$ cat config.mk
export PLATFORM = sky130hd
export DESIGN_NAME = asfc_top
export DESIGN_NICKNAME = d
export VERILOG_FILES = /design/src/design/asfc_baud.v /design/src/design/asfc_tx.v /design/src/design/asfc_top.v
export VERILOG_INCLUDE_DIRS = /design/src /design/src/design
export SDC_FILE = /design/constraint.sdc
export NUM_CORES = 1
export LEC_CHECK = 0
export CAP_MARGIN = 30
export CORE_MARGIN = 2
export CORE_UTILIZATION = 30
export CTS_CLUSTER_DIAMETER = 200
export DETAILED_ROUTE_END_ITERATION = 10
export DONT_BUFFER_PORTS = 1
export SLEW_MARGIN = 5
export SYNTH_ARGS = -nofsm -noshare
export SYNTH_HDL_FRONTEND = slang
export SYNTH_SLANG_ARGS = --single-unit
$ cat constraint.sdc
create_clock -name pclk -period 5.9 [get_ports pclk]
set_clock_uncertainty 0.05 [all_clocks]
set_input_delay 1.18 -clock pclk [delete_from_list [all_inputs] [get_ports pclk]]
set_output_delay 1.18 -clock pclk [all_outputs]
set_load 0.02 [all_outputs]
$ cat src/design/asfc_consts.vh
`ifndef ASFC_CONSTS_VH
`define ASFC_CONSTS_VH
// Register byte offsets
`define ASFC_OFF_CTRL    8'h00
`define ASFC_OFF_BAUD    8'h04
`define ASFC_OFF_TXDATA  8'h08
`define ASFC_OFF_RXDATA  8'h0c
`define ASFC_OFF_STATUS  8'h10
// Control bits
`define ASFC_CB_PORT     0
`define ASFC_CB_TXEN     1
`define ASFC_CB_RXEN     2
`define ASFC_CB_NINE     3
`define ASFC_CB_ADDR     4
`define ASFC_CB_BRG16    5
`define ASFC_CB_HISPD    6
`define ASFC_CB_SYNC     7
`define ASFC_CB_WAKE     8
`define ASFC_CB_ABD      9
`define ASFC_CB_BRK      10
`define ASFC_CTRL_W      11
`define ASFC_CTRL_RST    11'h000
`define ASFC_BAUD_RST    16'h0000
// Status bits
`define ASFC_SB_TXRDY    0
`define ASFC_SB_TEMPTY   1
`define ASFC_SB_RXAV     2
`define ASFC_SB_OVR      3
`define ASFC_SB_RXIDLE   4
`define ASFC_SB_ABDOVF   5
`define ASFC_SB_WAKEF    6
`define ASFC_SB_FERR     7
// Bit timing: oversample ticks, prescale, bit counts, measure limit
`define ASFC_OS_M1       4'hf
`define ASFC_OS_HALF_M1  4'h7
`define ASFC_PRE_M1      2'h3
`define ASFC_LAST8       4'h7
`define ASFC_LAST9       4'h8
`define ASFC_FRAME8      4'ha
`define ASFC_FRAME9      4'hb
`define ASFC_FRAMEBRK    4'he
`define ASFC_ABD_MAX     22'h3fffff
`endif

$ cat src/design/asfc_baud.v
`timescale 1ns/1ns
`default_nettype none
`include "asfc_consts.vh"
module asfc_baud (
  input  wire        clk,
  input  wire        rst_n,
  input  wire [15:0] div,
  input  wire        brg16,
  input  wire        hispd,
  output wire        os_tick
);
  reg  [15:0] cnt_q;
  reg  [1:0]  pre_q;
  reg         tick_q;
  wire [15:0] limit;

  // Eight-bit mode ignores the upper divisor byte
  assign limit   = brg16 ? div : {8'h00, div[7:0]};
  assign os_tick = tick_q;

  always @(posedge clk or negedge rst_n) begin
    if (!rst_n) begin
      cnt_q  <= 16'h0000;
      pre_q  <= 2'h0;
      tick_q <= 1'b0;
    end else if (cnt_q >= limit) begin
      cnt_q  <= 16'h0000;
      pre_q  <= pre_q + 2'h1;
      tick_q <= hispd | (pre_q == `ASFC_PRE_M1);
    end else begin
      cnt_q  <= cnt_q + 16'h0001;
      tick_q <= 1'b0;
    end
  end
endmodule // asfc_baud
`default_nettype wire

$ cat src/design/asfc_tx.v
`timescale 1ns/1ns
`default_nettype none
`include "asfc_consts.vh"
module asfc_tx (
  input  wire       clk,
  input  wire       rst_n,
  input  wire       os_tick,
  input  wire       en,
  input  wire       load,
  input  wire       nine,
  input  wire       brk,
  input  wire [8:0] data,
  output wire       txd,
  output wire       empty
);
  reg [13:0] sr_q;
  reg [3:0]  os_q;
  reg [3:0]  bit_q;
  reg [3:0]  len_q;
  reg        txd_q;
  reg        empty_q;

  assign txd   = txd_q;
  assign empty = empty_q;

  always @(posedge clk or negedge rst_n) begin
    if (!rst_n) begin
      sr_q    <= 14'h3fff;
      os_q    <= 4'h0;
      bit_q   <= 4'h0;
      len_q   <= `ASFC_FRAME8;
      txd_q   <= 1'b1;
      empty_q <= 1'b1;
    end else if (!en) begin
      txd_q   <= 1'b1;
      empty_q <= 1'b1;
    end else if (load) begin
      // Start bit space, then data LSb first, then stop marks
      if (brk) begin
        sr_q  <= {1'b1, 13'h0000};
        len_q <= `ASFC_FRAMEBRK;
      end else if (nine) begin
        sr_q  <= {4'hf, data, 1'b0};
        len_q <= `ASFC_FRAME9;
      end else begin
        sr_q  <= {5'h1f, data[7:0], 1'b0};
        len_q <= `ASFC_FRAME8;
      end
      os_q    <= 4'h0;
      bit_q   <= 4'h0;
      txd_q   <= 1'b0;
      empty_q <= 1'b0;
    end else if (!empty_q && os_tick) begin
      if (os_q == `ASFC_OS_M1) begin
        os_q <= 4'h0;
        if (bit_q == len_q - 4'h1) begin
          txd_q   <= 1'b1;
          empty_q <= 1'b1;
        end else begin
          sr_q  <= {1'b1, sr_q[13:1]};
          txd_q <= sr_q[1];
          bit_q <= bit_q + 4'h1;
        end
      end else begin
        os_q <= os_q + 4'h1;
      end
    end
  end
endmodule // asfc_tx
`default_nettype wire

$ cat src/design/asfc_top.v
// Function
// - Idle line at mark, NRZ bit levels
// - Mark is one, space is zero
// - One start bit, eight or nine data
// - Start bit space, stop bits mark
// - At least one stop bit per frame
// - Every bit but the start bit lasts one bit period
// - Baud generator, 8 or 16 bit divisor
// - Data least significant bit first
// - Independent paths, shared format and baud
// - No hardware parity, ninth bit raw
// - Asynchronous full duplex; synchronous mode select
// - Eight or nine bits, address detect
// - Flag overrun when receive buffer full
// - Flag framing error on bad stop
// - Send thirteen bit break character
// - Wake on break, automatic baud measure
// - Disabled section releases its pin
// - Shifter empty flag tracks transmit shifter
`timescale 1ns/1ns
`default_nettype none
`include "asfc_consts.vh"
module asfc_top (
  input  wire        pclk,
  input  wire        presetn,
  input  wire        psel,
  input  wire        penable,
  input  wire        pwrite,
  input  wire [7:0]  paddr,
  input  wire [31:0] pwdata,
  output wire [31:0] prdata,
  output wire        pready,
  output wire        pslverr,
  input  wire        serial_in_pin,
  output wire        serial_out_pin,
  output wire        serial_out_oe,
  output wire        serial_in_en
);
  localparam [3:0] RX_IDLE  = 4'b0001;
  localparam [3:0] RX_START = 4'b0010;
  localparam [3:0] RX_DATA  = 4'b0100;
  localparam [3:0] RX_STOP  = 4'b1000;

  ////////////////////////////////////////////////////////////////////
  // Declarations
  reg  [`ASFC_CTRL_W-1:0] ctrl_q;
  reg  [15:0] baud_q;
  reg  [31:0] prdata_q;
  reg         pready_q;
  reg         pslverr_q;
  reg  [31:0] rdata_d;
  reg         mapped_d;
  reg         oe_q;
  reg         inen_q;
  reg         pend_v_q;
  reg  [8:0]  pend_q;
  reg         rxd_q;
  reg         rxd_p_q;
  reg  [3:0]  rx_st_q;
  reg  [3:0]  rx_os_q;
  reg  [3:0]  rx_bit_q;
  reg  [8:0]  rx_sh_q;
  reg  [9:0]  rxf_q [0:1];
  reg         rxf_wp_q;
  reg         rxf_rp_q;
  reg  [1:0]  rxf_cnt_q;
  reg         ovr_q;
  reg         abd_run_q;
  reg  [21:0] abd_cnt_q;
  reg         abdovf_q;
  reg         wakef_q;
  wire        os_tick;
  wire        tx_empty;
  wire        tx_line;
  wire        done_d;
  wire        wr_d;
  wire        rd_d;
  wire        port_on;
  wire        tx_on;
  wire        rx_on;
  wire        fall;
  wire        rise;
  wire        tx_load;
  wire        rx_done;
  wire [8:0]  rx_char;
  wire        rx_keep;
  wire        rx_push;
  wire        rx_pop;
  wire        abd_on;
  wire        abd_done;
  wire        abd_ovf;
  wire [15:0] abd_q16;
  wire [15:0] abd_div;
  wire        wake_end;

  ////////////////////////////////////////////////////////////////////
  // Mode decode
  // Synchronous select parks both async engines with pins released
  assign port_on = ctrl_q[`ASFC_CB_PORT] & ~ctrl_q[`ASFC_CB_SYNC];
  assign tx_on   = port_on & ctrl_q[`ASFC_CB_TXEN];
  // Receiver stays deaf while waking or measuring the baud rate
  assign rx_on   = port_on & ctrl_q[`ASFC_CB_RXEN]
                 & ~ctrl_q[`ASFC_CB_WAKE]
                 & ~ctrl_q[`ASFC_CB_ABD];
  assign abd_on  = port_on & ctrl_q[`ASFC_CB_RXEN]
                 & ctrl_q[`ASFC_CB_ABD];

  ////////////////////////////////////////////////////////////////////
  // APB slave, two-cycle access phase
  assign done_d  = psel & penable & pready_q;
  assign wr_d    = done_d & pwrite & ~pslverr_q;
  assign rd_d    = done_d & ~pwrite & ~pslverr_q;
  assign prdata  = prdata_q;
  assign pready  = pready_q;
  assign pslverr = pslverr_q;

  always @* begin
    rdata_d  = 32'h0000_0000;
    mapped_d = 1'b1;
    if (paddr == `ASFC_OFF_CTRL) begin
      rdata_d[`ASFC_CTRL_W-1:0] = ctrl_q;
    end else if (paddr == `ASFC_OFF_BAUD) begin
      rdata_d[15:0] = baud_q;
    end else if (paddr == `ASFC_OFF_TXDATA) begin
      rdata_d[8:0] = pend_q;
    end else if (paddr == `ASFC_OFF_RXDATA) begin
      rdata_d[9:0] = rxf_q[rxf_rp_q];
    end else if (paddr == `ASFC_OFF_STATUS) begin
      rdata_d[`ASFC_SB_TXRDY]  = ~pend_v_q;
      rdata_d[`ASFC_SB_TEMPTY] = tx_empty;
      rdata_d[`ASFC_SB_RXAV]   = (rxf_cnt_q != 2'h0);
      rdata_d[`ASFC_SB_OVR]    = ovr_q;
      rdata_d[`ASFC_SB_RXIDLE] = (rx_st_q == RX_IDLE);
      rdata_d[`ASFC_SB_ABDOVF] = abdovf_q;
      rdata_d[`ASFC_SB_WAKEF]  = wakef_q;
      rdata_d[`ASFC_SB_FERR]   = rxf_q[rxf_rp_q][9];
    end else begin
      mapped_d = 1'b0;
    end
  end

  always @(posedge pclk or negedge presetn) begin
    if (!presetn) begin
      prdata_q  <= 32'h0000_0000;
      pready_q  <= 1'b0;
      pslverr_q <= 1'b0;
    end else begin
      pready_q  <= psel & penable & ~pready_q;
      pslverr_q <= psel & penable & ~pready_q & ~mapped_d;
      if (psel & ~penable) begin
        prdata_q <= rdata_d;
      end
    end
  end

  ////////////////////////////////////////////////////////////////////
  // Control and divisor registers
  always @(posedge pclk or negedge presetn) begin
    if (!presetn) begin
      ctrl_q <= `ASFC_CTRL_RST;
    end else begin
      if (tx_load) begin
        ctrl_q[`ASFC_CB_BRK] <= 1'b0;
      end
      if (abd_done | abd_ovf) begin
        ctrl_q[`ASFC_CB_ABD] <= 1'b0;
      end
      if (wake_end) begin
        ctrl_q[`ASFC_CB_WAKE] <= 1'b0;
      end
      if (wr_d && paddr == `ASFC_OFF_CTRL) begin
        ctrl_q <= pwdata[`ASFC_CTRL_W-1:0];
      end
    end
  end

  always @(posedge pclk or negedge presetn) begin
    if (!presetn) begin
      baud_q <= `ASFC_BAUD_RST;
    end else if (abd_done) begin
      baud_q <= abd_div;
    end else if (wr_d && paddr == `ASFC_OFF_BAUD) begin
      baud_q <= pwdata[15:0];
    end
  end

  ////////////////////////////////////////////////////////////////////
  // Pin ownership
  always @(posedge pclk or negedge presetn) begin
    if (!presetn) begin
      oe_q   <= 1'b0;
      inen_q <= 1'b0;
    end else begin
      oe_q   <= tx_on;
      inen_q <= port_on & ctrl_q[`ASFC_CB_RXEN];
    end
  end

  assign serial_out_oe = oe_q;
  assign serial_in_en  = inen_q;

  ////////////////////////////////////////////////////////////////////
  // Shared oversample clock
  asfc_baud u_baud (
    .clk     (pclk),
    .rst_n   (presetn),
    .div     (baud_q),
    .brg16   (ctrl_q[`ASFC_CB_BRG16]),
    .hispd   (ctrl_q[`ASFC_CB_HISPD]),
    .os_tick (os_tick)
  );

  ////////////////////////////////////////////////////////////////////
  // Transmit side: one pending character ahead of the shifter
  // Writes while a character is pending are dropped
  assign tx_load = tx_on & pend_v_q & tx_empty;

  always @(posedge pclk or negedge presetn) begin
    if (!presetn) begin
      pend_v_q <= 1'b0;
      pend_q   <= 9'h000;
    end else if (!tx_on) begin
      pend_v_q <= 1'b0;
    end else if (tx_load) begin
      pend_v_q <= 1'b0;
    end else if (wr_d && paddr == `ASFC_OFF_TXDATA && !pend_v_q) begin
      pend_v_q <= 1'b1;
      pend_q   <= pwdata[8:0];
    end
  end

  // First bit may start up to one tick early; baud clock is shared
  asfc_tx u_tx (
    .clk     (pclk),
    .rst_n   (presetn),
    .os_tick (os_tick),
    .en      (tx_on),
    .load    (tx_load),
    .nine    (ctrl_q[`ASFC_CB_NINE]),
    .brk     (ctrl_q[`ASFC_CB_BRK]),
    .data    (pend_q),
    .txd     (tx_line),
    .empty   (tx_empty)
  );

  assign serial_out_pin = tx_line;

  ////////////////////////////////////////////////////////////////////
  // Receive line sampling
  always @(posedge pclk or negedge presetn) begin
    if (!presetn) begin
      rxd_q   <= 1'b1;
      rxd_p_q <= 1'b1;
    end else begin
      rxd_q   <= serial_in_pin;
      rxd_p_q <= rxd_q;
    end
  end

  assign fall = rxd_p_q & ~rxd_q;
  assign rise = ~rxd_p_q & rxd_q;

  ////////////////////////////////////////////////////////////////////
  // Receive state machine, sixteen ticks per bit
  assign rx_done = (rx_st_q == RX_STOP) & os_tick
                 & (rx_os_q == `ASFC_OS_M1);
  assign rx_char = ctrl_q[`ASFC_CB_NINE] ? rx_sh_q
                 : {1'b0, rx_sh_q[8:1]};
  // Nine-bit address mode drops characters whose ninth bit is clear
  assign rx_keep = ~(ctrl_q[`ASFC_CB_ADDR] & ctrl_q[`ASFC_CB_NINE]
                 & ~rx_sh_q[8]);
  assign rx_push = rx_done & rx_keep & (rxf_cnt_q != 2'h2);
  assign rx_pop  = rd_d & (paddr == `ASFC_OFF_RXDATA)
                 & (rxf_cnt_q != 2'h0);

  always @(posedge pclk or negedge presetn) begin
    if (!presetn) begin
      rx_st_q  <= RX_IDLE;
      rx_os_q  <= 4'h0;
      rx_bit_q <= 4'h0;
      rx_sh_q  <= 9'h000;
    end else if (!rx_on) begin
      rx_st_q <= RX_IDLE;
    end else begin
      case (rx_st_q)
        RX_IDLE: begin
          if (fall) begin
            rx_st_q <= RX_START;
            rx_os_q <= 4'h0;
          end
        end
        RX_START: begin
          if (os_tick) begin
            if (rx_os_q == `ASFC_OS_HALF_M1) begin
              rx_os_q  <= 4'h0;
              rx_bit_q <= 4'h0;
              // Glitch guard: start must still be space mid-bit
              rx_st_q  <= rxd_q ? RX_IDLE : RX_DATA;
            end else begin
              rx_os_q <= rx_os_q + 4'h1;
            end
          end
        end
        RX_DATA: begin
          if (os_tick) begin
            if (rx_os_q == `ASFC_OS_M1) begin
              rx_os_q  <= 4'h0;
              rx_sh_q  <= {rxd_q, rx_sh_q[8:1]};
              rx_bit_q <= rx_bit_q + 4'h1;
              if (rx_bit_q == (ctrl_q[`ASFC_CB_NINE] ?
                  `ASFC_LAST9 : `ASFC_LAST8)) begin
                rx_st_q <= RX_STOP;
              end
            end else begin
              rx_os_q <= rx_os_q + 4'h1;
            end
          end
        end
        RX_STOP: begin
          if (os_tick) begin
            if (rx_os_q == `ASFC_OS_M1) begin
              rx_os_q <= 4'h0;
              rx_st_q <= RX_IDLE;
            end else begin
              rx_os_q <= rx_os_q + 4'h1;
            end
          end
        end
        default: begin
          rx_st_q <= RX_IDLE;
        end
      endcase
    end
  end

  ////////////////////////////////////////////////////////////////////
  // Two-entry receive buffer, framing error kept per entry
  genvar gi;
  generate
    for (gi = 0; gi < 2; gi = gi + 1) begin : g_rxf
      always @(posedge pclk or negedge presetn) begin
        if (!presetn) begin
          rxf_q[gi] <= 10'h000;
        end else if (rx_push && rxf_wp_q == gi) begin
          rxf_q[gi] <= {~rxd_q, rx_char};
        end
      end
    end
  endgenerate

  always @(posedge pclk or negedge presetn) begin
    if (!presetn) begin
      rxf_wp_q  <= 1'b0;
      rxf_rp_q  <= 1'b0;
      rxf_cnt_q <= 2'h0;
    end else begin
      if (rx_push) begin
        rxf_wp_q <= ~rxf_wp_q;
      end
      if (rx_pop) begin
        rxf_rp_q <= ~rxf_rp_q;
      end
      if (rx_push & ~rx_pop) begin
        rxf_cnt_q <= rxf_cnt_q + 2'h1;
      end else if (rx_pop & ~rx_push) begin
        rxf_cnt_q <= rxf_cnt_q - 2'h1;
      end
    end
  end

  ////////////////////////////////////////////////////////////////////
  // Sticky status, write one to clear, new event wins
  always @(posedge pclk or negedge presetn) begin
    if (!presetn) begin
      ovr_q    <= 1'b0;
      abdovf_q <= 1'b0;
      wakef_q  <= 1'b0;
    end else begin
      if (rx_done & rx_keep & (rxf_cnt_q == 2'h2)) begin
        ovr_q <= 1'b1;
      end else if (wr_d && paddr == `ASFC_OFF_STATUS &&
                   pwdata[`ASFC_SB_OVR]) begin
        ovr_q <= 1'b0;
      end
      if (abd_ovf) begin
        abdovf_q <= 1'b1;
      end else if (wr_d && paddr == `ASFC_OFF_STATUS &&
                   pwdata[`ASFC_SB_ABDOVF]) begin
        abdovf_q <= 1'b0;
      end
      if (ctrl_q[`ASFC_CB_WAKE] & port_on & fall) begin
        wakef_q <= 1'b1;
      end else if (wr_d && paddr == `ASFC_OFF_STATUS &&
                   pwdata[`ASFC_SB_WAKEF]) begin
        wakef_q <= 1'b0;
      end
    end
  end

  // Wake mode ends once the break has gone back to mark
  assign wake_end = ctrl_q[`ASFC_CB_WAKE] & wakef_q & rise;

  ////////////////////////////////////////////////////////////////////
  // Baud measure: low time of the start bit of a sync character
  assign abd_done = abd_on & abd_run_q & rise;
  assign abd_ovf  = abd_on & abd_run_q & (abd_cnt_q == `ASFC_ABD_MAX);
  assign abd_q16  = ctrl_q[`ASFC_CB_HISPD] ? abd_cnt_q[19:4]
                  : abd_cnt_q[21:6];
  assign abd_div  = (abd_q16 == 16'h0000) ? 16'h0000
                  : abd_q16 - 16'h0001;

  always @(posedge pclk or negedge presetn) begin
    if (!presetn) begin
      abd_run_q <= 1'b0;
      abd_cnt_q <= 22'h000000;
    end else if (!abd_on || abd_done || abd_ovf) begin
      abd_run_q <= 1'b0;
    end else if (!abd_run_q && fall) begin
      abd_run_q <= 1'b1;
      abd_cnt_q <= 22'h000001;
    end else if (abd_run_q) begin
      abd_cnt_q <= abd_cnt_q + 22'h000001;
    end
  end

endmodule // asfc_top
`default_nettype wire

==> impl_metrics.py, run 1 <==
metrics = {
    "clock_network": {
        "post-cts-setup-buffer-count": 0,
        "cts_max_path_buffers": 2,
        "cts_made_buffers": 17,
        "cts_repair_resize_count": 0,
        "clkLatencyLatePin_ps": 430,
        "cts_max_level": 4,
        "cts_hold_buffers": 0,
        "clock_pin_slew_on_the_worst_setup_and_hold_paths_ps": 60,
        "clock_tree_from_tritoncts": "built",
        "cts.root.buffer_cell": "sky130_fd_sc_hd__clkbuf_16",
        "tritoncts_num_sinks": 173,
    },
    "yosys": {
        "synth-warning-count": 0,
        "yosysTopAreaCellShare_pct": 40.5,
        "ys_ff_latch": 173,
        "average_footprint_of_a_synthesized_cell_um2": 9.47,
        "postSynthCellCount": 1017,
        "ys_top_cells_by_area": "sky130_fd_sc_hd__dfrtp_1 (41%), sky130_fd_sc_hd__dfstp_2 (4.6%), sky130_fd_sc_hd__o21ai_0 (3.5%), sky130_fd_sc_hd__nand2_1 (3.5%), sky130_fd_sc_hd__nor2_1 (3.3%)",
        "synth_edf_count": 0,
        "mappedNetlistArea_um2": 9630,
        "synth.distinct_cells": 78,
        "synth_ff_type": "sky130_fd_sc_hd__dfrtp_1",
        "async_reset_ff_share_pct": 100,
        "synth_seq_area_share_pct": 45.2,
        "synth_top_area_cell": "sky130_fd_sc_hd__dfrtp_1",
    },
    "die": {
        "rows": 65,
        "initial_utilization_pct": 30.5,
        "die_width_um": 183,
        "dieHeight_um": 183,
        "io_pins": 83,
        "die_area_um2": 33500,
        "fp.coreArea_um2": 31600,
    },
    "timing": {
        "max_clock_freq_ghz": 0.321,
        "finalHoldWorstSlack_ps": 379,
        "final.min_clock_period_ps": 3120,
        "final_setup_violating_endpoints": 0,
        "final.period_utilization_pct": 52.9,
        "grt_setup_unrepaired": "false",
        "hold_viol": 0,
        "timing.slew.headroom_pct": 37.3,
        "maxSlewViolCount": 0,
        "worst-slew-pin-transition_ps": 941,
        "finalSetupTns_ps": 0,
    },
    "worst_setup_path": {
        "worst_setup_path_end_kind": "flip-flop",
        "critPathRequiredTime_ps": 6160,
        "path_max_fanout": 10,
        "worst-r2r-setup-slack_ps": 2830,
        "startpoint_kind_of_the_worst_setup_timing_path": "input pin",
        "critical_path.reg2reg.endpoint": "baud_q[0]",
        "path_class": "in2reg",
        "r2r_start": "ctrl_q[6]",
        "reg2reg_depth": 8,
        "cp_data_arrival_time_ps": 3380,
    },
    "finish": {
        "fin_util_pct": 33.4,
        "area.growth.synth_to_final_pct": 9.29,
        "drive_gt1_share_pct": 11.9,
        "final_net_count": 1061,
    },
    "placed_design": {
        "hpwl_mm": 17.8,
        "gp_congestion": 0.860,
        "port_buffers": 0,
    },
    "route": {
        "num_vias": 7413,
        "detailedRoute.firstIterationViolations": 597,
        "route.antenna.remaining_nets": 0,
        "drt_pre_antenna_iters": 7,
        "route.final.wire_length_mm": 24.5,
        "vias_per_cell": 5.27,
        "remaining_drc_errors": 0,
        "routed_wire_length_per_instance_um": 17.4,
    },
    "grt": {
        "grt_pass1_vias": 7085,
        "grt_first_pass_wirelength_mm": 39.8,
        "grt_most_used_layer": "met2",
        "met1_use_gr_pct": 21.2,
        "use_met2_pct": 23.1,
        "number_of_antenna_violations_at_the_first_check_in_global_routing": 2,
        "met3_usage_pct": 4.51,
        "grt_overflow": 0,
        "largest_net_degree_at_the_start_of_global_routing": 174,
        "gr_util_all_layers_pct": 15.2,
    },
    "pwr": {
        "p_clk_share_pct": 47.4,
        "net-switching-power_w": 0.000538,
        "power.internal_w": 0.00186,
        "swShare_pct": 22.4,
        "powerDensity_nw_per_um2": 228,
        "total_leakage_power_nw": 4.68,
        "fin_total_pwr_w": 0.00240,
        "power.ir.vdd_worst_v": 0.000212,
        "comb_power_share_pct": 2.0,
        "seq_power_share_pct": 50.6,
    },
    "status": {
        "run_status": "finished, final reports clean",
    },
    "run": {
        "maxCapViolations": 0,
    },
    "worst_hold_path": {
        "hold_start": "rxd_q",
        "worst_hold_path.num_cells": 0,
        "worst_min_delay_path_class": "reg2reg",
        "timing.hold.worst_endpoint": "rxd_p_q",
    },
}
-- Yosys cell counts, drive strengths merged (4+ instances only) --
library cell  number
dfrtp            156
nand2             89
nor2              85
o21ai             70
a21oi             61
inv               47
clkbuf            46
nand3             36
mux2              32
mux2i             31
buf               27
ha                25
nor3              24
xnor2             23
xor2              23
or3               22
dfstp             17
nand4             13
nand2b            12
nor2b             12
o211ai            12
o21a              11
and3              10
nor4              10
o31ai             10
a222oi             9
a31oi              9
or2                7
a21o               6
a221oi             6
nor3b              6
o2111ai            5
o221a              5
a32o               4
and4               4
o221ai             4
o22ai              4
-- worst max path at each step --
stage | start | endpoint | slack (ps) | cells after the start
floorplan | paddr[1] | ctrl_q[3] | 2620 | 7
global placement | paddr[1] | baud_q[15] | 2270 | 5
detailed placement | paddr[1] | baud_q[15] | 2260 | 5
CTS | paddr[1] | baud_q[11] | 2710 | 6
global route | ctrl_q[6] | baud_q[0] | 2620 | 8
finish | paddr[1] | pend_q[8] | 2780 | 5
-- placed cells by master, fill, tap and decap left out, types with 8 or more instances in the layout --
cell,n
sky130_fd_sc_hd__or3_1,20
sky130_fd_sc_hd__nand2_1,89
sky130_fd_sc_hd__nand4_1,12
sky130_fd_sc_hd__mux2i_1,31
sky130_fd_sc_hd__inv_1,46
sky130_fd_sc_hd__nand3_1,36
sky130_fd_sc_hd__a21oi_1,61
sky130_fd_sc_hd__a31oi_1,9
sky130_fd_sc_hd__clkbuf_16,17
sky130_fd_sc_hd__ha_1,25
sky130_fd_sc_hd__nor2_1,85
sky130_fd_sc_hd__dfstp_2,17
sky130_fd_sc_hd__conb_1,16
sky130_fd_sc_hd__buf_4,11
sky130_fd_sc_hd__o21a_1,11
sky130_fd_sc_hd__nor2b_1,12
sky130_fd_sc_hd__nand2b_1,12
sky130_fd_sc_hd__xnor2_1,23
sky130_fd_sc_hd__a222oi_1,9
sky130_fd_sc_hd__nor4_1,8
sky130_fd_sc_hd__mux2_2,28
sky130_fd_sc_hd__o21ai_0,67
sky130_fd_sc_hd__o211ai_1,12
sky130_fd_sc_hd__xor2_1,23
sky130_fd_sc_hd__o31ai_1,10
sky130_fd_sc_hd__nor3_1,22
sky130_fd_sc_hd__dfrtp_1,156
sky130_fd_sc_hd__and3_1,10
-- critical path, stage by stage --
cell,delay (ps)
sky130_fd_sc_hd__or2_1,230
sky130_fd_sc_hd__or4_4,470
sky130_fd_sc_hd__or3_4,430
sky130_fd_sc_hd__nor4_4,650
sky130_fd_sc_hd__mux2_2,410
-- per-stage QoR --
| stage | std cells | setup slack (ps) | area (um2) |
|---|---|---|---|
| 2_1_floorplan | 1032 | 2620 | 9690 |
| 3_3_place_gp | 1368 | 2270 | 9890 |
| 3_5_place_dp | 1371 | 2260 | 9920 |
| 4_1_cts | 1403 | 2710 | 10500 |
| 5_1_grt | 1405 | 2620 | 10500 |
| 6_report | 1406 | 2780 | 10500 |
-- registers in the layout, indices dropped and copies added, names as in the netlist, 9 cells and up --
register and cells:
abd_cnt_q 22, baud_q 16, ctrl_q 11, pend_q 9, prdata 16, rx_sh_q 9
rxf_q 20, u_baud.cnt_q 16, u_tx.sr_q 12
-- power by group through the flow --
stage               clock network [W]  logic (W)  registers [W]
global placement                    0  0.0000469        0.00124
floorplan                           0  0.0000529        0.00123
detailed placement                  0  0.0000475        0.00124
global route                  0.00122  0.0000534        0.00122
CTS                           0.00117  0.0000477        0.00122
finish                        0.00114  0.0000482        0.00122
-- logic make-up (layout without fill, tap and decap cells) --
kind of cell    Yosys count  count (layout)  synth area share (%)
flops                   173             173                  45.2
other cells               1              17                0.0389
mux                      64              64                  7.35
fa+ha+maj                25              25                  3.25
compound gates          237             237                  16.0
xor+xnor                 46              46                  4.18
buf+inv                 121              92                  5.60
simple gates            350             350                  18.4
-- per-layer routing --
layer | wire, um | part of all wire, %
met1 | 11500 | 47
met2 | 11000 | 45
met3 | 1670 | 6.8
met4 | 278 | 1.1
met5 | 30 | 0.12
-- final cells by class --
cell class / count / area (um2)
timing repair buffer: 12 / 87.6
inverter: 48 / 180
clock buffer: 20 / 457
clock inverter: 12 / 136
multi-input combinational: 738 / 4810
tap: 402 / 503
sequential: 173 / 4350
fill: 3232 / 21000
antenna: 1 / 2.50
No activity file was read; power rests on OpenSTA's default activity.
==> run 2: changes to the inputs <==
==> constraint.sdc (replaced) <==
create_clock -name pclk -period 3.2 [get_ports pclk]
set_clock_uncertainty 0.05 [all_clocks]
set_input_delay 0.64 -clock pclk [delete_from_list [all_inputs] [get_ports pclk]]
set_output_delay 0.64 -clock pclk [all_outputs]
set_load 0.02 [all_outputs]
==> run 2 against run 1 <==
Effect of this change: the run now ends with hold timing left; register-to-register slack got worse by 2400 ps; power rose by 89%; worst hold slack got worse by 530 ps; sequential share of layout area is 0.35 points lower; cell count is 0.50% higher; die area unchanged; count of clock-buffer cells in the layout up 2; sequential power rose by 84%; via count fell by 0.74%; clock power grew 93%; critical endpoint is now baud_q[0]; largest cell class unchanged; largest power group unchanged.
==> impl_metrics.py, run 2 (synthesis gave the netlist of run 1 again) <==
metrics = {
    "worst_hold_path": {
        "worst_min_delay_path_class": "in2async",
    },
    "placed_design": {
        "place_ws_ps": 215,
        "placedCellCount": 1380,
        "port_buffers": 0,
        "hpwl_mm": 18.0,
        "gp_congestion": 0.878,
    },
    "grt": {
        "number_of_antenna_violations_at_the_first_check_in_global_routing": 2,
        "grt_first_pass_wirelength_mm": 39.4,
        "grt_overflow": 0,
        "gr_util_all_layers_pct": 15.1,
        "largest_net_degree_at_the_start_of_global_routing": 174,
        "grt_pass1_vias": 6908,
    },
    "die": {
        "die_width_um": 183,
        "die_area_um2": 33500,
        "rows": 65,
        "io_pins": 83,
        "initial_utilization_pct": 30.5,
        "dieHeight_um": 183,
        "fp.coreArea_um2": 31600,
    },
    "timing": {
        "finalSetupTns_ps": 0,
        "grt_setup_unrepaired": "false",
        "hold_viol": 156,
        "final_setup_violating_endpoints": 0,
        "finalHoldWorstSlack_ps": -146,
        "maxSlewViolCount": 0,
        "final.min_clock_period_ps": 2790,
        "finalWorstSetupSlack_ps": 414,
        "final.period_utilization_pct": 87.1,
        "worst-slew-pin-transition_ps": 709,
        "max_clock_freq_ghz": 0.359,
        "timing.slew.headroom_pct": 52.1,
    },
    "clock_network": {
        "cts_made_buffers": 17,
        "tritoncts_num_sinks": 173,
        "cts_repair_resize_count": 0,
        "clkLatencyLatePin_ps": 440,
        "post-cts-setup-buffer-count": 0,
        "clock_pin_slew_on_the_worst_setup_and_hold_paths_ps": 70,
        "cts_max_level": 4,
        "clock_tree_from_tritoncts": "built",
        "cts_max_path_buffers": 2,
        "cts.root.buffer_cell": "sky130_fd_sc_hd__clkbuf_16",
    },
    "route": {
        "detailedRoute.firstIterationViolations": 551,
        "drt_pre_antenna_iters": 5,
        "routed_wire_length_per_instance_um": 17.6,
        "route.antenna.remaining_nets": 0,
        "vias_per_cell": 5.21,
        "route.final.wire_length_mm": 24.9,
        "remaining_drc_errors": 0,
        "num_vias": 7358,
    },
    "worst_setup_path": {
        "path_max_fanout": 11,
        "worst_setup_path_end_kind": "flip-flop",
        "cp_data_arrival_time_ps": 3030,
        "path_buf_inv": 1,
        "startpoint_kind_of_the_worst_setup_timing_path": "flip-flop",
        "path_common_cell": "sky130_fd_sc_hd__a21oi_1",
        "path_class": "reg2reg",
        "critPathMaxStageDelay_ps": 500,
        "critical_path.cell_chain": "mux2i_1 -> ha_1 -> o2111ai_1 -> nor3_1 -> a21oi_1 -> buf_4 -> a221oi_1 -> a21oi_1",
        "critPathRequiredTime_ps": 3450,
        "cpLargestDelayFamily": "compound AO/OA/AOI/OAI gates",
        "cp_slowest_cell": "sky130_fd_sc_hd__dfrtp_1",
    },
    "finish": {
        "drive_gt1_share_pct": 12.2,
        "final_net_count": 1069,
        "top_regs": "abd_cnt_q: 22 flops, rxf_q: 20 flops",
        "multiInputGateArea_um2": 4810,
        "top_register": "abd_cnt_q",
        "stdcell_count": 1413,
        "mostFrequentLayoutCells": "sky130_fd_sc_hd__dfrtp_1 (156), sky130_fd_sc_hd__nand2_1 (89), sky130_fd_sc_hd__nor2_1 (85), sky130_fd_sc_hd__o21ai_0 (67), sky130_fd_sc_hd__a21oi_1 (61)",
        "final_common_cell": "sky130_fd_sc_hd__dfrtp_1",
        "filler_cell_count": 3197,
        "largest_register_ffs": 22,
        "area.growth.synth_to_final_pct": 10.2,
        "antenna_cells": 0,
        "register_area_um2": 4350,
    },
    "pwr": {
        "powerDensity_nw_per_um2": 427,
        "total_leakage_power_nw": 4.73,
        "power.ir.vdd_worst_v": 0.000355,
    },
    "status": {
        "run_status": "complete, but fails checks",
        "violated_checks": "hold timing",
    },
    "run": {
        "maxCapViolations": 0,
    },
}
run 2: changes by cell type in the layout (fill, tap and decap cells not counted), moves of 2 or more:
cell and change:
sky130_fd_sc_hd__buf_4 +8, sky130_fd_sc_hd__bufinv_16 +2, sky130_fd_sc_hd__clkbuf_1 +4, sky130_fd_sc_hd__clkbuf_8 -2
run 2: final cells by class:
class	count	share of cell area (%)
Clock buffer	22	4.18
Sequential cell	173	41.0
Multi-Input combinational cell	738	45.3
Timing Repair Buffer	20	1.53
Inverter	48	1.70
Clock inverter	10	1.57
Tap cell	402	4.74
run 2: metal layers:
| layer | vias up | part of all wire (%) | global-route usage [%] |
|---|---|---|---|
| met5 | - | 0.092 | 0 |
| met4 | 4 | 1.2 | 3.52 |
| met3 | 21 | 6.6 | 4.85 |
| met2 | 168 | 44 | 22.7 |
| met1 | 3580 | 48 | 21.1 |
| li1 | 3585 | - | - |
run 2: where the power goes:
group	switching [W]	internal (W)	total, W
combinational	0.0000533	0.0000353	0.0000887
clock	0.000892	0.00131	0.00220
sequential	0.0000362	0.00220	0.00224
run 2: path summary, 6_finish.rpt:
check	from	end	slack (ps)	cells after the start
min in group pclk	serial_in_pin	rxd_q	150	0
min reg2reg	rxd_q	rxd_p_q	370	0
max	ctrl_q[6]	baud_q[0]	410	8
max in group asynchronous	presetn	rxd_q	2790	0
min	presetn	abd_cnt_q[3]	-150	0
max reg2reg	ctrl_q[6]	baud_q[0]	410	8
run 2: per-stage QoR:
| stage | area (um2) | utilization (%) | power (W) |
|---|---|---|---|
| 3_3_place_gp | 10000 | 31.7 | 0.00237 |
| 6_report | 10600 | 33.6 | 0.00453 |
| 5_1_grt | 10600 | 33.6 | 0.00468 |
| 2_1_floorplan | 9690 | - | 0.00237 |
| 3_5_place_dp | 10000 | 31.7 | 0.00237 |
| 4_1_cts | 10600 | 33.6 | 0.00457 |
run 2: worst reg2reg max path, stage by stage (launching register included):
cell and delay [ps]:
sky130_fd_sc_hd__dfrtp_1 500, sky130_fd_sc_hd__mux2i_1 340, sky130_fd_sc_hd__ha_1 390, sky130_fd_sc_hd__o2111ai_1 250, sky130_fd_sc_hd__nor3_1 310, sky130_fd_sc_hd__a21oi_1 200, sky130_fd_sc_hd__buf_4 220, sky130_fd_sc_hd__a221oi_1 320
sky130_fd_sc_hd__a21oi_1 70
==> run 3: changes to the inputs <==
--- a/config.mk
+++ b/config.mk
@@ -6,6 +6,7 @@
 export SDC_FILE = /design/constraint.sdc
 export NUM_CORES = 1
 export LEC_CHECK = 0
+export ABC_AREA = 1
 export CAP_MARGIN = 30
 export CORE_MARGIN = 2
 export CORE_UTILIZATION = 30
==> run 3 against run 2 <==
Effect of this change: worst hold slack got worse by 4.0 ps; non-clock buffer count shrank 7; fmax up 16%; setup slack better by 370 ps; power down 5.2%; critical endpoint is now rxf_cnt_q[1]; sequential share of layout area down 1.6 points; the flow still finishes with violations (hold timing); cell count is 29% higher; routed wire length rose by 2.6%; largest power group unchanged; via count grew 18%; sequential cell count did not move; global-route usage is essentially flat; utilization down 0.52 points.
==> impl_metrics.py, run 3 <==
metrics = {
    "status": {
        "run_status": "complete, but fails checks",
        "violated_checks": "hold timing",
    },
    "timing": {
        "final_setup_violating_endpoints": 0,
        "grt_setup_unrepaired": "false",
        "finalSetupTns_ps": 0,
        "timing.slew.headroom_pct": 37.5,
        "final.min_clock_period_ps": 2410,
        "hold_viol": 156,
        "maxSlewViolCount": 0,
        "worst-slew-pin-transition_ps": 936,
        "finalWorstSetupSlack_ps": 788,
        "max_clock_freq_ghz": 0.415,
        "finalHoldWorstSlack_ps": -150,
        "final.period_utilization_pct": 75.4,
    },
    "pwr": {
        "powerDensity_nw_per_um2": 389,
        "power.ir.vdd_worst_v": 0.000244,
        "total_leakage_power_nw": 5.20,
    },
    "clock_network": {
        "cts_made_buffers": 17,
        "clkLatencyLatePin_ps": 440,
        "post-cts-setup-buffer-count": 0,
        "tritoncts_num_sinks": 173,
        "cts_max_level": 4,
        "cts.root.buffer_cell": "sky130_fd_sc_hd__clkbuf_16",
        "cts_repair_resize_count": 0,
        "clock_tree_from_tritoncts": "built",
        "cts_max_path_buffers": 2,
        "clock_pin_slew_on_the_worst_setup_and_hold_paths_ps": 70,
    },
    "yosys": {
        "ys_ff_latch": 173,
        "synth_top_area_cell": "sky130_fd_sc_hd__dfrtp_1",
        "ys_top_cells_by_area": "sky130_fd_sc_hd__dfrtp_1 (39%), sky130_fd_sc_hd__nand2_1 (15%), sky130_fd_sc_hd__o21ai_0 (7.7%), sky130_fd_sc_hd__inv_1 (5.7%), sky130_fd_sc_hd__dfstp_2 (4.4%)",
        "average_footprint_of_a_synthesized_cell_um2": 7.34,
        "synth_ff_type": "sky130_fd_sc_hd__dfrtp_1",
        "yosysTopAreaCellShare_pct": 38.6,
        "yosys.cell_count.top_type": "sky130_fd_sc_hd__nand2_1",
        "mappedNetlistArea_um2": 10100,
        "synth_edf_count": 0,
        "synth_top_cells_by_count": "sky130_fd_sc_hd__nand2_1 (403), sky130_fd_sc_hd__dfrtp_1 (156), sky130_fd_sc_hd__o21ai_0 (155)",
        "synth-warning-count": 0,
        "async_reset_ff_share_pct": 100,
        "synth.distinct_cells": 49,
        "synth_seq_area_share_pct": 43.0,
        "postSynthCellCount": 1379,
    },
    "placed_design": {
        "gp_congestion": 0.824,
        "hpwl_mm": 18.9,
        "port_buffers": 0,
        "place_ws_ps": 590,
    },
    "route": {
        "vias_per_cell": 4.76,
        "remaining_drc_errors": 0,
        "routed_wire_length_per_instance_um": 14.0,
        "detailedRoute.firstIterationViolations": 646,
        "drt_pre_antenna_iters": 5,
        "route.final.wire_length_mm": 25.6,
        "num_vias": 8713,
        "route.antenna.remaining_nets": 0,
    },
    "grt": {
        "grt_first_pass_wirelength_mm": 43.0,
        "grt_pass1_vias": 8334,
        "gr_util_all_layers_pct": 15.1,
        "largest_net_degree_at_the_start_of_global_routing": 174,
        "number_of_antenna_violations_at_the_first_check_in_global_routing": 1,
        "grt_overflow": 0,
    },
    "die": {
        "initial_utilization_pct": 30.3,
        "die_width_um": 188,
        "fp.coreArea_um2": 33400,
        "io_pins": 83,
        "dieHeight_um": 188,
        "rows": 67,
        "die_area_um2": 35200,
    },
    "finish": {
        "final_common_cell": "sky130_fd_sc_hd__nand2_1",
        "mostFrequentLayoutCells": "sky130_fd_sc_hd__nand2_1 (403), sky130_fd_sc_hd__dfrtp_1 (156), sky130_fd_sc_hd__o21ai_0 (155), sky130_fd_sc_hd__inv_1 (153), sky130_fd_sc_hd__nor2_1 (114)",
        "final_net_count": 1438,
        "largest_register_ffs": 22,
        "area.growth.synth_to_final_pct": 9.19,
        "drive_gt1_share_pct": 8.19,
        "filler_cell_count": 3609,
        "register_area_um2": 4350,
        "top_register": "abd_cnt_q",
        "multiInputGateArea_um2": 4860,
        "top_regs": "abd_cnt_q: 22 flops, rxf_q: 20 flops",
    },
    "worst_setup_path": {
        "cp_data_arrival_time_ps": 2680,
        "path_class": "reg2reg",
        "r2r_start": "rx_os_q[0]",
        "worst-r2r-setup-slack_ps": 790,
        "path_max_fanout": 14,
        "critical_path.reg2reg.endpoint": "rxf_cnt_q[1]",
        "startpoint_kind_of_the_worst_setup_timing_path": "flip-flop",
        "critPathRequiredTime_ps": 3470,
        "reg2reg_depth": 13,
        "worst_setup_path_end_kind": "flip-flop",
    },
    "worst_hold_path": {
        "worst_min_delay_path_class": "in2async",
    },
    "run": {
        "maxCapViolations": 0,
    },
}
## run 3: worst max path at each step
stage,start,end,cells past startpoint
6_report,rx_os_q[0],rxf_cnt_q[1],13
3_3_place_gp,paddr[5],baud_q[7],10
4_1_cts,rx_os_q[0],rxf_cnt_q[1],13
3_5_place_dp,paddr[1],baud_q[14],10
2_1_floorplan,paddr[5],rxf_cnt_q[1],9
5_1_grt,rx_os_q[0],rxf_cnt_q[1],13
## run 3: cell type report
type	count	share of cell area, %
Sequential cell	173	39.4
Multi-Input combinational cell	999	44.0
Timing Repair Buffer	13	0.883
Clock buffer	19	4.01
Inverter	163	5.58
Antenna cell	1	0.0227
Clock inverter	13	1.06
Tap cell	448	5.07
## run 3: stage by stage
step	util [%]	instance area (um2)	total power, W	instances
global route	33.1	11000	0.00444	1829
floorplan	-	10200	0.00232	1394
CTS	33.1	11000	0.00433	1828
detailed placement	31.4	10500	0.00232	1796
finish	33.1	11000	0.00430	1829
global placement	31.4	10500	0.00232	1796
## run 3: cells by family after synthesis
kind of cell / count (synthesis) / share of synthesized area (%)
simple gates: 691 / 29.7
fa+ha+maj: 25 / 3.09
compound gates: 245 / 12.7
xor+xnor: 22 / 1.90
flops: 173 / 43.0
buf+inv: 222 / 9.60
other cells: 1 / 0.0371
## run 3: power by group
| part | leakage [nW] | switching [W] | internal, W |
|---|---|---|---|
| registers | 2.26 | 0.0000134 | 0.00220 |
| clock network | 0.279 | 0.000917 | 0.00110 |
| logic | 2.66 | 0.0000586 | 0.0000151 |
## run 3: per-layer routing
| metal | share of wire (%) | vias to the layer above | GRT usage [%] |
|---|---|---|---|
| met5 | 0 | - | 0 |
| met3 | 5.0 | 33 | 3.26 |
| li1 | - | 4388 | - |
| met4 | 2.5 | 0 | 5.54 |
| met1 | 46 | 4126 | 19.9 |
| met2 | 46 | 166 | 24.2 |
## run 3: critical path: stages, from the launching register on
cell and delay, ps:
sky130_fd_sc_hd__dfrtp_1 390, sky130_fd_sc_hd__ha_1 180, sky130_fd_sc_hd__nand2_1 80, sky130_fd_sc_hd__inv_1 110, sky130_fd_sc_hd__nand2_2 80, sky130_fd_sc_hd__nor2_2 120, sky130_fd_sc_hd__nand2_1 110, sky130_fd_sc_hd__a31oi_2 220
sky130_fd_sc_hd__nand2_2 220, sky130_fd_sc_hd__inv_1 110, sky130_fd_sc_hd__ha_1 250, sky130_fd_sc_hd__a21oi_1 110, sky130_fd_sc_hd__o21ai_0 120, sky130_fd_sc_hd__xnor2_1 140
